**config.mk**
```make
export PLATFORM = sky130hd
export DESIGN_NAME = pdst_selftest_ctrl
export DESIGN_NICKNAME = d
export VERILOG_FILES = /design/src/rtl/pdst_pkg.sv /design/src/rtl/pdst_selftest_ctrl.sv
export VERILOG_INCLUDE_DIRS = /design/src /design/src/rtl
export SDC_FILE = /design/constraint.sdc
export NUM_CORES = 1
export LEC_CHECK = 0
export BUFFER_PORTS_ARGS = -buffer_cell sky130_fd_sc_hd__buf_2
export CORE_UTILIZATION = 55
export CTS_CLUSTER_DIAMETER = 80
export DETAILED_ROUTE_END_ITERATION = 6
export GPL_TIMING_DRIVEN = 0
export PLACE_DENSITY = 0.82
export SLEW_MARGIN = 20
export SYNTH_ARGS = -nofsm -noshare
export SYNTH_HDL_FRONTEND = slang
export SYNTH_SLANG_ARGS = --single-unit
```
**constraint.sdc**
```tcl
create_clock -name clk -period 2.6 [get_ports clk]
set_input_delay 0.13 -clock clk [delete_from_list [all_inputs] [get_ports clk]]
set_output_delay 0.13 -clock clk [all_outputs]
set_load 0.02 [all_outputs]
```
**src/rtl/pdst_defines.svh**
```systemverilog
// Constants of the PD MAC self-test control block
//
// Operation
// Setting receive-enable bit 4 turns the self-test receiver on.
// Setting receive-enable reseeds the receive PRBS checker to its first bit.
// Setting receive-enable clears both bytes of the error counter.
// Software clears then sets receive-enable for every new receive request.
// Loopback test: set receive-enable, auto response off, loopback on.
// In loopback, software triggers every transmitted self-test packet itself.
// Self-test enable plus loopback blocks received data from the functional path.
// In that loopback state hard reset signalling is not detected.
// Self-test enable bit 3 powers up the BMC transmitter.
// Software holds self-test enable at least 5us before triggering.
// Pattern field 2:0 supports only 010b, alternating ones and zeros.
// Software writes no pattern code other than the supported one.
// Pattern field is read-write, resets to 000b; bits 7:5 read zero.
// Writing trigger starts a self-test frame; reading it gives status.
// Error counter is 16 bits, read as upper and lower bytes.
// Each received bit mismatching the local PRBS increments the counter.
`ifndef PDST_DEFINES_SVH
`define PDST_DEFINES_SVH

`define PDST_OFS_CTRL_A   16'h1ac0
`define PDST_OFS_CTRL_B   16'h1ac1
`define PDST_OFS_ERR_HI   16'h1ac2
`define PDST_OFS_ERR_LO   16'h1ac3
`define PDST_OFS_LOOP     16'h1ac8

`define PDST_A_RX_EN      4
`define PDST_A_EN         3
`define PDST_A_MODE_HI    2
`define PDST_A_MODE_LO    0
`define PDST_B_TRIG       0
`define PDST_B_TXRST      1
`define PDST_B_CLRERR     2
`define PDST_L_LOOP       0

`define PDST_MODE_RST     3'h0
`define PDST_MODE_CARR2   3'h2
`define PDST_PRBS_SEED    9'h1ff
`define PDST_CNT_MAX      16'hffff

`define PDST_CLK_MHZ      10
`define PDST_BIT_NS       3333

`endif

```
**src/rtl/pdst_pkg.sv**
```systemverilog
// Types of the PD MAC self-test control block
package pdst_pkg;
	typedef struct packed
	{
		logic [15:0] addr;
		logic [7:0]  wdata;
		logic        wr;
		logic        rd;
	} pdst_bus_req_t;

	typedef enum logic [1:0]
	{
		PDST_IDLE  = 2'b00,
		PDST_RUN   = 2'b01,
		PDST_DRAIN = 2'b11
	} pdst_tx_state_t;
endpackage

```
**src/rtl/pdst_selftest_ctrl.sv**
```systemverilog
// Self-test control, PRBS checker and carrier pattern transmitter
`timescale 1ns/10ps
`default_nettype none
`include "pdst_defines.svh"

module pdst_selftest_ctrl
	import pdst_pkg::*;
#(
	parameter int BIT_CYC = (`PDST_BIT_NS * `PDST_CLK_MHZ) / 1000
)
(
	input  wire logic          clk,
	input  wire logic          srst,
	input  wire pdst_bus_req_t bus_req,
	output logic [7:0]         rd_data,
	input  wire logic          rx_bit_valid,
	input  wire logic          rx_bit,
	input  wire logic          hard_reset_in,
	output logic               func_rx_valid,
	output logic               func_rx_bit,
	output logic               hard_reset_det,
	output logic               bmc_tx_power,
	output logic               tx_busy,
	output logic               tx_bit
);
	localparam int CW = (BIT_CYC > 1) ? $clog2(BIT_CYC) : 1;
	localparam logic [CW-1:0] BIT_LAST = CW'(BIT_CYC - 1);

	logic           rx_en_q;
	logic           en_q;
	logic [2:0]     mode_q;
	logic           loop_q;
	logic [8:0]     lfsr_q;
	logic [15:0]    cnt_q;
	logic [7:0]     rd_data_q;
	logic           func_valid_q;
	logic           func_bit_q;
	logic           hr_det_q;
	pdst_tx_state_t state_q;
	logic [CW-1:0]  bit_cnt_q;
	logic           tx_bit_q;

	logic wr_a;
	logic wr_b;
	logic wr_l;
	logic rx_arm;
	logic clr_cnt;
	logic exp_bit;
	logic mismatch;
	logic trig;
	logic txrst;
	logic bit_wrap;
	logic block;

	assign wr_a = bus_req.wr && bus_req.addr == `PDST_OFS_CTRL_A;
	assign wr_b = bus_req.wr && bus_req.addr == `PDST_OFS_CTRL_B;
	assign wr_l = bus_req.wr && bus_req.addr == `PDST_OFS_LOOP;

	// Only a 0 to 1 step rearms; rewriting a set bit leaves the test running
	assign rx_arm = wr_a && bus_req.wdata[`PDST_A_RX_EN] && !rx_en_q;
	assign clr_cnt = rx_arm || (wr_b && bus_req.wdata[`PDST_B_CLRERR]);

	// Bit at the top of the checker is the next expected PRBS9 bit
	assign exp_bit = lfsr_q[8];
	assign mismatch = rx_en_q && rx_bit_valid && (rx_bit != exp_bit);

	// Reset wins over start when both are written together
	assign txrst = wr_b && bus_req.wdata[`PDST_B_TXRST];
	assign trig = wr_b && bus_req.wdata[`PDST_B_TRIG] && !txrst;
	assign bit_wrap = bit_cnt_q == BIT_LAST;

	assign block = en_q && loop_q;

	// Control register A
	always_ff @(posedge clk)
	begin
		if (srst)
		begin
			rx_en_q <= 1'b0;
			en_q <= 1'b0;
			mode_q <= `PDST_MODE_RST;
		end
		else if (wr_a)
		begin
			rx_en_q <= bus_req.wdata[`PDST_A_RX_EN];
			en_q <= bus_req.wdata[`PDST_A_EN];
			mode_q <= bus_req.wdata[`PDST_A_MODE_HI:`PDST_A_MODE_LO];
		end
	end

	// Loopback control
	always_ff @(posedge clk)
	begin
		if (srst)
			loop_q <= 1'b0;
		else if (wr_l)
			loop_q <= bus_req.wdata[`PDST_L_LOOP];
	end

	// Receive PRBS checker, free of the functional path so loopback still checks
	always_ff @(posedge clk)
	begin
		if (srst)
			lfsr_q <= `PDST_PRBS_SEED;
		else if (rx_arm)
			lfsr_q <= `PDST_PRBS_SEED;
		else if (rx_en_q && rx_bit_valid)
			lfsr_q <= {lfsr_q[7:0], lfsr_q[8] ^ lfsr_q[4]};
	end

	// Error counter saturates; a mismatch in the clearing cycle still counts
	always_ff @(posedge clk)
	begin
		if (srst)
			cnt_q <= 16'h0000;
		else if (clr_cnt)
			cnt_q <= mismatch ? 16'h0001 : 16'h0000;
		else if (mismatch && cnt_q != `PDST_CNT_MAX)
			cnt_q <= cnt_q + 16'h0001;
	end

	// Functional receive path gate
	always_ff @(posedge clk)
	begin
		if (srst)
		begin
			func_valid_q <= 1'b0;
			func_bit_q <= 1'b0;
			hr_det_q <= 1'b0;
		end
		else
		begin
			func_valid_q <= rx_bit_valid && !block;
			func_bit_q <= rx_bit && !block;
			hr_det_q <= hard_reset_in && !block;
		end
	end

	// Carrier transmitter; unsupported pattern codes never start it
	always_ff @(posedge clk)
	begin
		if (srst)
		begin
			state_q <= PDST_IDLE;
			bit_cnt_q <= '0;
			tx_bit_q <= 1'b0;
		end
		else if (!en_q)
		begin
			state_q <= PDST_IDLE;
			bit_cnt_q <= '0;
			tx_bit_q <= 1'b0;
		end
		else
		begin
			case (state_q)
				PDST_IDLE:
				begin
					bit_cnt_q <= '0;
					tx_bit_q <= 1'b0;
					if (trig && mode_q == `PDST_MODE_CARR2)
						state_q <= PDST_RUN;
				end
				PDST_RUN:
				begin
					bit_cnt_q <= bit_wrap ? '0 : bit_cnt_q + 1'b1;
					if (bit_wrap)
						tx_bit_q <= !tx_bit_q;
					if (txrst)
						state_q <= PDST_DRAIN;
				end
				PDST_DRAIN:
				begin
					// Let the bit in flight finish rather than chop the line
					bit_cnt_q <= bit_wrap ? '0 : bit_cnt_q + 1'b1;
					if (bit_wrap)
						state_q <= PDST_IDLE;
				end
				default:
					state_q <= PDST_IDLE;
			endcase
		end
	end

	// Read data stands only in the cycle after the strobe
	always_ff @(posedge clk)
	begin
		if (srst)
			rd_data_q <= 8'h00;
		else if (!bus_req.rd)
			rd_data_q <= 8'h00;
		else
		begin
			case (bus_req.addr)
				`PDST_OFS_CTRL_A:
					rd_data_q <= {3'h0, rx_en_q, en_q, mode_q};
				`PDST_OFS_CTRL_B:
					rd_data_q <= {7'h00, tx_busy};
				`PDST_OFS_ERR_HI:
					rd_data_q <= cnt_q[15:8];
				`PDST_OFS_ERR_LO:
					rd_data_q <= cnt_q[7:0];
				`PDST_OFS_LOOP:
					rd_data_q <= {7'h00, loop_q};
				default:
					rd_data_q <= 8'h00;
			endcase
		end
	end

	assign rd_data = rd_data_q;
	assign func_rx_valid = func_valid_q;
	assign func_rx_bit = func_bit_q;
	assign hard_reset_det = hr_det_q;
	assign bmc_tx_power = en_q;
	assign tx_busy = state_q != PDST_IDLE;
	assign tx_bit = tx_bit_q;
endmodule

`default_nettype wire

```
Word level (Yosys, flattened, before mapping) --
Cells that the tools add are included.
Operators by class: bitwise logic cells 3, equality and inequality tests 15, multiplexer cells 12, add/sub/neg operators 2, reductions and logical operators 33
Operator list (number):
- 16-bit by 13-bit == test with 1-bit output (second input constant) | 5
- 8-bit case mux with 5 select lines | 1
- 16-bit 2-to-1 mux | 2
- 1-bit logical AND | 17
- 16-bit by 1-bit adder with 16-bit output (second input constant) | 1
- 16-bit != test (second input constant) | 1
- 6-bit case mux with 2 select lines | 1
- 2-bit != test (second input constant) | 4
- 2-bit nonzero test | 4
- 2-bit OR reduction | 4
- 6-bit by 1-bit adder with 6-bit output (second input constant) | 1
- 6-bit == test (second input constant) | 1
- 2-bit 2-to-1 mux | 3
- 6-bit 2-to-1 mux | 1
- 2-bit case mux with 3 select lines | 1
- 1-bit logical NOT | 4
- 3-bit by 2-bit == test with 1-bit output (second input constant) | 1
- 3-bit AND reduction | 1
- 2-bit by 1-bit == test with 1-bit output (second input constant) | 1
- 2-bit == test (second input constant) | 1
- 2-bit logical NOT | 1
- 1-bit 2-to-1 mux | 2
- 1-bit NOT | 2
- 1-bit case mux with 2 select lines | 1
- other kinds (4) | 4
Word-level totals: input bits 31, output and inout bits 14, flip-flop bits (word level) 51, word-level logic and storage cells 78

Logic depth before layout (Yosys ltp) --
depth after elaboration 8, gate-level depth with buffers 6, mapped depth without buffers 6

Least setup slack after synthesis --
Ideal clock, no wire load.
path kind register -> register, start point register cnt_q[0], end point register cnt_q[10], arrival time 1922 ps, setup time 70 ps, period minus slack after synthesis 1992 ps, data required time 2530 ps, stages on the path, launching flop included 7, setup slack 608 ps, buffers on the path 1, cells stage by stage dfxtp_1 > ha_1 > inv_1 > or4_1 > clkbuf_1 > or4_1 > a21oi_1
On the way: cells in the longest elaborated chain, start to end 3, elaborated cells on any way between the ends 6, classes of those cells add/sub: 1; eq/ne: 1; mux: 2; reduce/logical: 2
RTL lines:
- start: declaration | RTL line pdst_selftest_ctrl.sv:34 | logic [15:0] cnt_q;
- start signal: assignment | RTL line pdst_selftest_ctrl.sv:117 | cnt_q <= mismatch ? 16'h0001 : 16'h0000;
- start signal: assignment | RTL line pdst_selftest_ctrl.sv:119 | cnt_q <= cnt_q + 16'h0001;
- 16-bit by 1-bit adder with 16-bit output / 16-bit != test (equally long branches)
- 16-bit 2-to-1 mux / 1-bit logical AND (equally long branches)
- 16-bit 2-to-1 mux / 2-bit nonzero test (equally long branches)
Parallel ways exist; a longest one is shown, timed or not. The select of a mux whose other input is x is not followed. A chain may end at the register's enable or synchronous reset.

Final worst setup path --
Same ends and word-level chain as after synthesis.

==> impl_metrics.json <==
{
  "seqPwrFrac": 0.607,
  "rsz0062_at_grt": "false",
  "hold_class": "primary input to register",
  "overflow": 0,
  "fp.dieH_um": 69.0,
  "drc": 0,
  "cts_setup_buffers": 0,
  "finalClockSkew_ns": 0.00850,
  "critPathMaxStageDelay_ns": 0.51,
  "worst_path_most_repeated_cell": "or4_1",
  "gp_congestion": 0.884,
  "run_status": "complete, no violations",
  "via_per_inst": 6.11,
  "io_pins": 45,
  "combPwrFrac": 0.053,
  "ys_seq_area_frac": 0.413,
  "io_buffers": 41,
  "grt_start_max_net_pins": 16,
  "worst_setup_path_start_kind": "register",
  "grt_pass1_vias": 2299,
  "setup_viol": 0,
  "p_int_uw": 998,
  "postSynthCellCount": 299,
  "power_density_mw_per_mm2": 457,
  "max-vdd-ir-drop_mv": 0.307,
  "path_buf_inv": 2,
  "cts_max_level": 2,
  "fin_setup_tns_ns": 0,
  "die_w_um": 69.0,
  "num-fill-cells": 378,
  "p_clk_frac": 0.340,
  "clk_path_buf_depth": 2,
  "vias": 2445,
  "start_util": 0.572,
  "syn_area_per_cell_um2": 8.27,
  "yosysTopAreaCell": "dfxtp_1",
  "period_needed_ns": 2.28,
  "p_sw_uw": 298,
  "syn-num-nets": 333,
  "crit_type": "register to register",
  "p_leak_nw": 0.965,
  "dr.pass1.iters": 4,
  "ys_ff_latch": 51,
  "hold_viol_final": 0,
  "grt_usage": 0.262,
  "synth.area.top_cells": "dfxtp_1 41%, nand3_1 6.7%, a21oi_1 6.1%, nand2_1 4.9%, or4_1 4.3%",
  "path_max_fanout": 8,
  "cts_tree": "done",
  "synth.distinct_cells": 45,
  "layout_commonest_cell": "dfxtp_1",
  "clk_latency_ns": 0.31,
  "timing.final.max_slew_violations": 0,
  "cts_root_buf": "clkbuf_8",
  "cp_slowest_cell": "or4_1",
  "nNetsFinal": 381,
  "synth_top_area_frac": 0.413,
  "fin_total_pwr_mw": 1.30,
  "clock_sinks": 51,
  "cts_resized": 0,
  "antenna_left": 0,
  "period_share": 0.877,
  "tightest_slew_ns": 0.827,
  "dieArea_mm2": 0.00477,
  "cts_made_buffers": 5,
  "ys_warn_count": 0,
  "relSlewSlack": 0.444,
  "antenna_found_initial": 0,
  "placementRows": 24,
  "crit_path_end_kind": "register",
  "netlist_area_mm2": 0.00247,
  "cts_hold_buf": 0,
  "syn2layout_area_growth_pct": 14.6,
  "drive_above_1_share": 0.178,
  "core_mm2": 0.00432,
  "path_clk_slew_ns": 0.09,
  "max-cap-violations": 0,
  "mostFrequentLayoutCells": "51 x dfxtp_1, 44 x buf_2, 33 x nand3_1",
  "max_freq_mhz": 439,
  "wl_per_cell_um": 14.7,
  "dp_hpwl_um": 4310,
  "crit_family": "simple AND/OR/NAND/NOR gates",
  "crit_required_ns": 2.84,
  "antenna_cells": 0,
  "swShare": 0.230,
  "cp.arrival_ns": 2.52,
  "grt_pass1_wl_um": 10300,
  "drt-total-wl_um": 5890,
  "cp_cell_sequence": "ha_1 -> inv_1 -> or4_1 -> clkbuf_1 -> or4_1 -> a21oi_1",
  "dr.first_iter.drc_count": 197
}
## routing by layer
layer  GRT usage  up-vias  wire length, um
li1            -     1222                -
met1       0.344     1132             2730
met2       0.417       81             2750
met3      0.0599       10              325
met4       0.102        0               85
met5           0        -                0
## power groups by stage
stage / clock [mW] / sequential, mW / combinational (mW)
floorplan: 0 / 0.808 / 0.0288
global placement: 0 / 0.805 / 0.0665
detailed placement: 0 / 0.805 / 0.0670
CTS: 0.457 / 0.787 / 0.0673
global route: 0.482 / 0.788 / 0.0748
finish: 0.441 / 0.787 / 0.0683
## layout make-up
| cell class | instances | area [um2] | area share |
|---|---|---|---|
| multi-input cells | 226 | 1370 | 0.484 |
| clock buffers | 5 | 68.8 | 0.0243 |
| flip-flops and latches | 51 | 1020 | 0.360 |
| plain buffers | 14 | 56.3 | 0.0199 |
| repair buffers | 41 | 205 | 0.0724 |
| clock inverters | 3 | 15.0 | 0.00530 |
| well taps | 52 | 65.1 | 0.0230 |
| inverters | 8 | 30.0 | 0.0106 |
## registers in the layout, indices dropped and copies added (netlist names)
signal,cells
func_rx_valid,1
rx_en_q,1
tx_bit,1
lfsr_q,9
hard_reset_det,1
bmc_tx_power,1
state_q,2
cnt_q,16
loop_q,1
bit_cnt_q,6
func_rx_bit,1
mode_q,3
rd_data,8
## per-stage QoR
step	setup slack [ns]	hold WS (ns)	util	instance area [um2]	cells
finish	0.320	0.0310	0.655	2830	400
global route	0.215	0.0491	0.655	2830	400
CTS	0.244	0.0245	0.654	2830	400
detailed placement	0.280	0.354	0.634	2740	392
global placement	0.340	0.361	0.634	2740	392
floorplan	0.608	0.252	-	2470	299
## cells in the mapped netlist (all sizes together)
master and instances:
or2 3, nor4b 2, nor3b 2, and4 1, a21oi 30, or4b 1, nor3 6, nand4b 1
nor2b 3, xnor2 2, inv 8, o211ai 1, o21ai 15, ha 3, nor4 6, a32oi 1
nand2b 4, o41ai 1, buf 4, a41oi 1, or4 15, and2 4, nor2 5, nand3 33
nand3b 10, o32a 1, o221ai 1, or3 8, o21a 2, a31oi 7, o31ai 8, nand4bb 1
mux2i 2, dfxtp 51, nand2 32, o21bai 2, clkbuf 10, nand4 6, or3b 2, a311oi 3
and3 1
## worst paths after layout
path | start | end | slack (ns) | depth (start not counted)
max reg2reg | cnt_q[0] | cnt_q[10] | 0.32 | 6
max | cnt_q[0] | cnt_q[10] | 0.32 | 6
min reg2reg | lfsr_q[1] | lfsr_q[2] | 0.47 | 2
min | hard_reset_in | hard_reset_det | 0.03 | 2
## logic make-up after synthesis
kind of cell / after synthesis / synth area share
compound gates: 73 / 0.179
xor+xnor: 2 / 0.00709
fa+ha+maj: 3 / 0.0152
buf+inv: 22 / 0.0349
flops: 51 / 0.413
mux: 2 / 0.00810
simple gates: 146 / 0.343
Power figures use the tool's default switching activity.
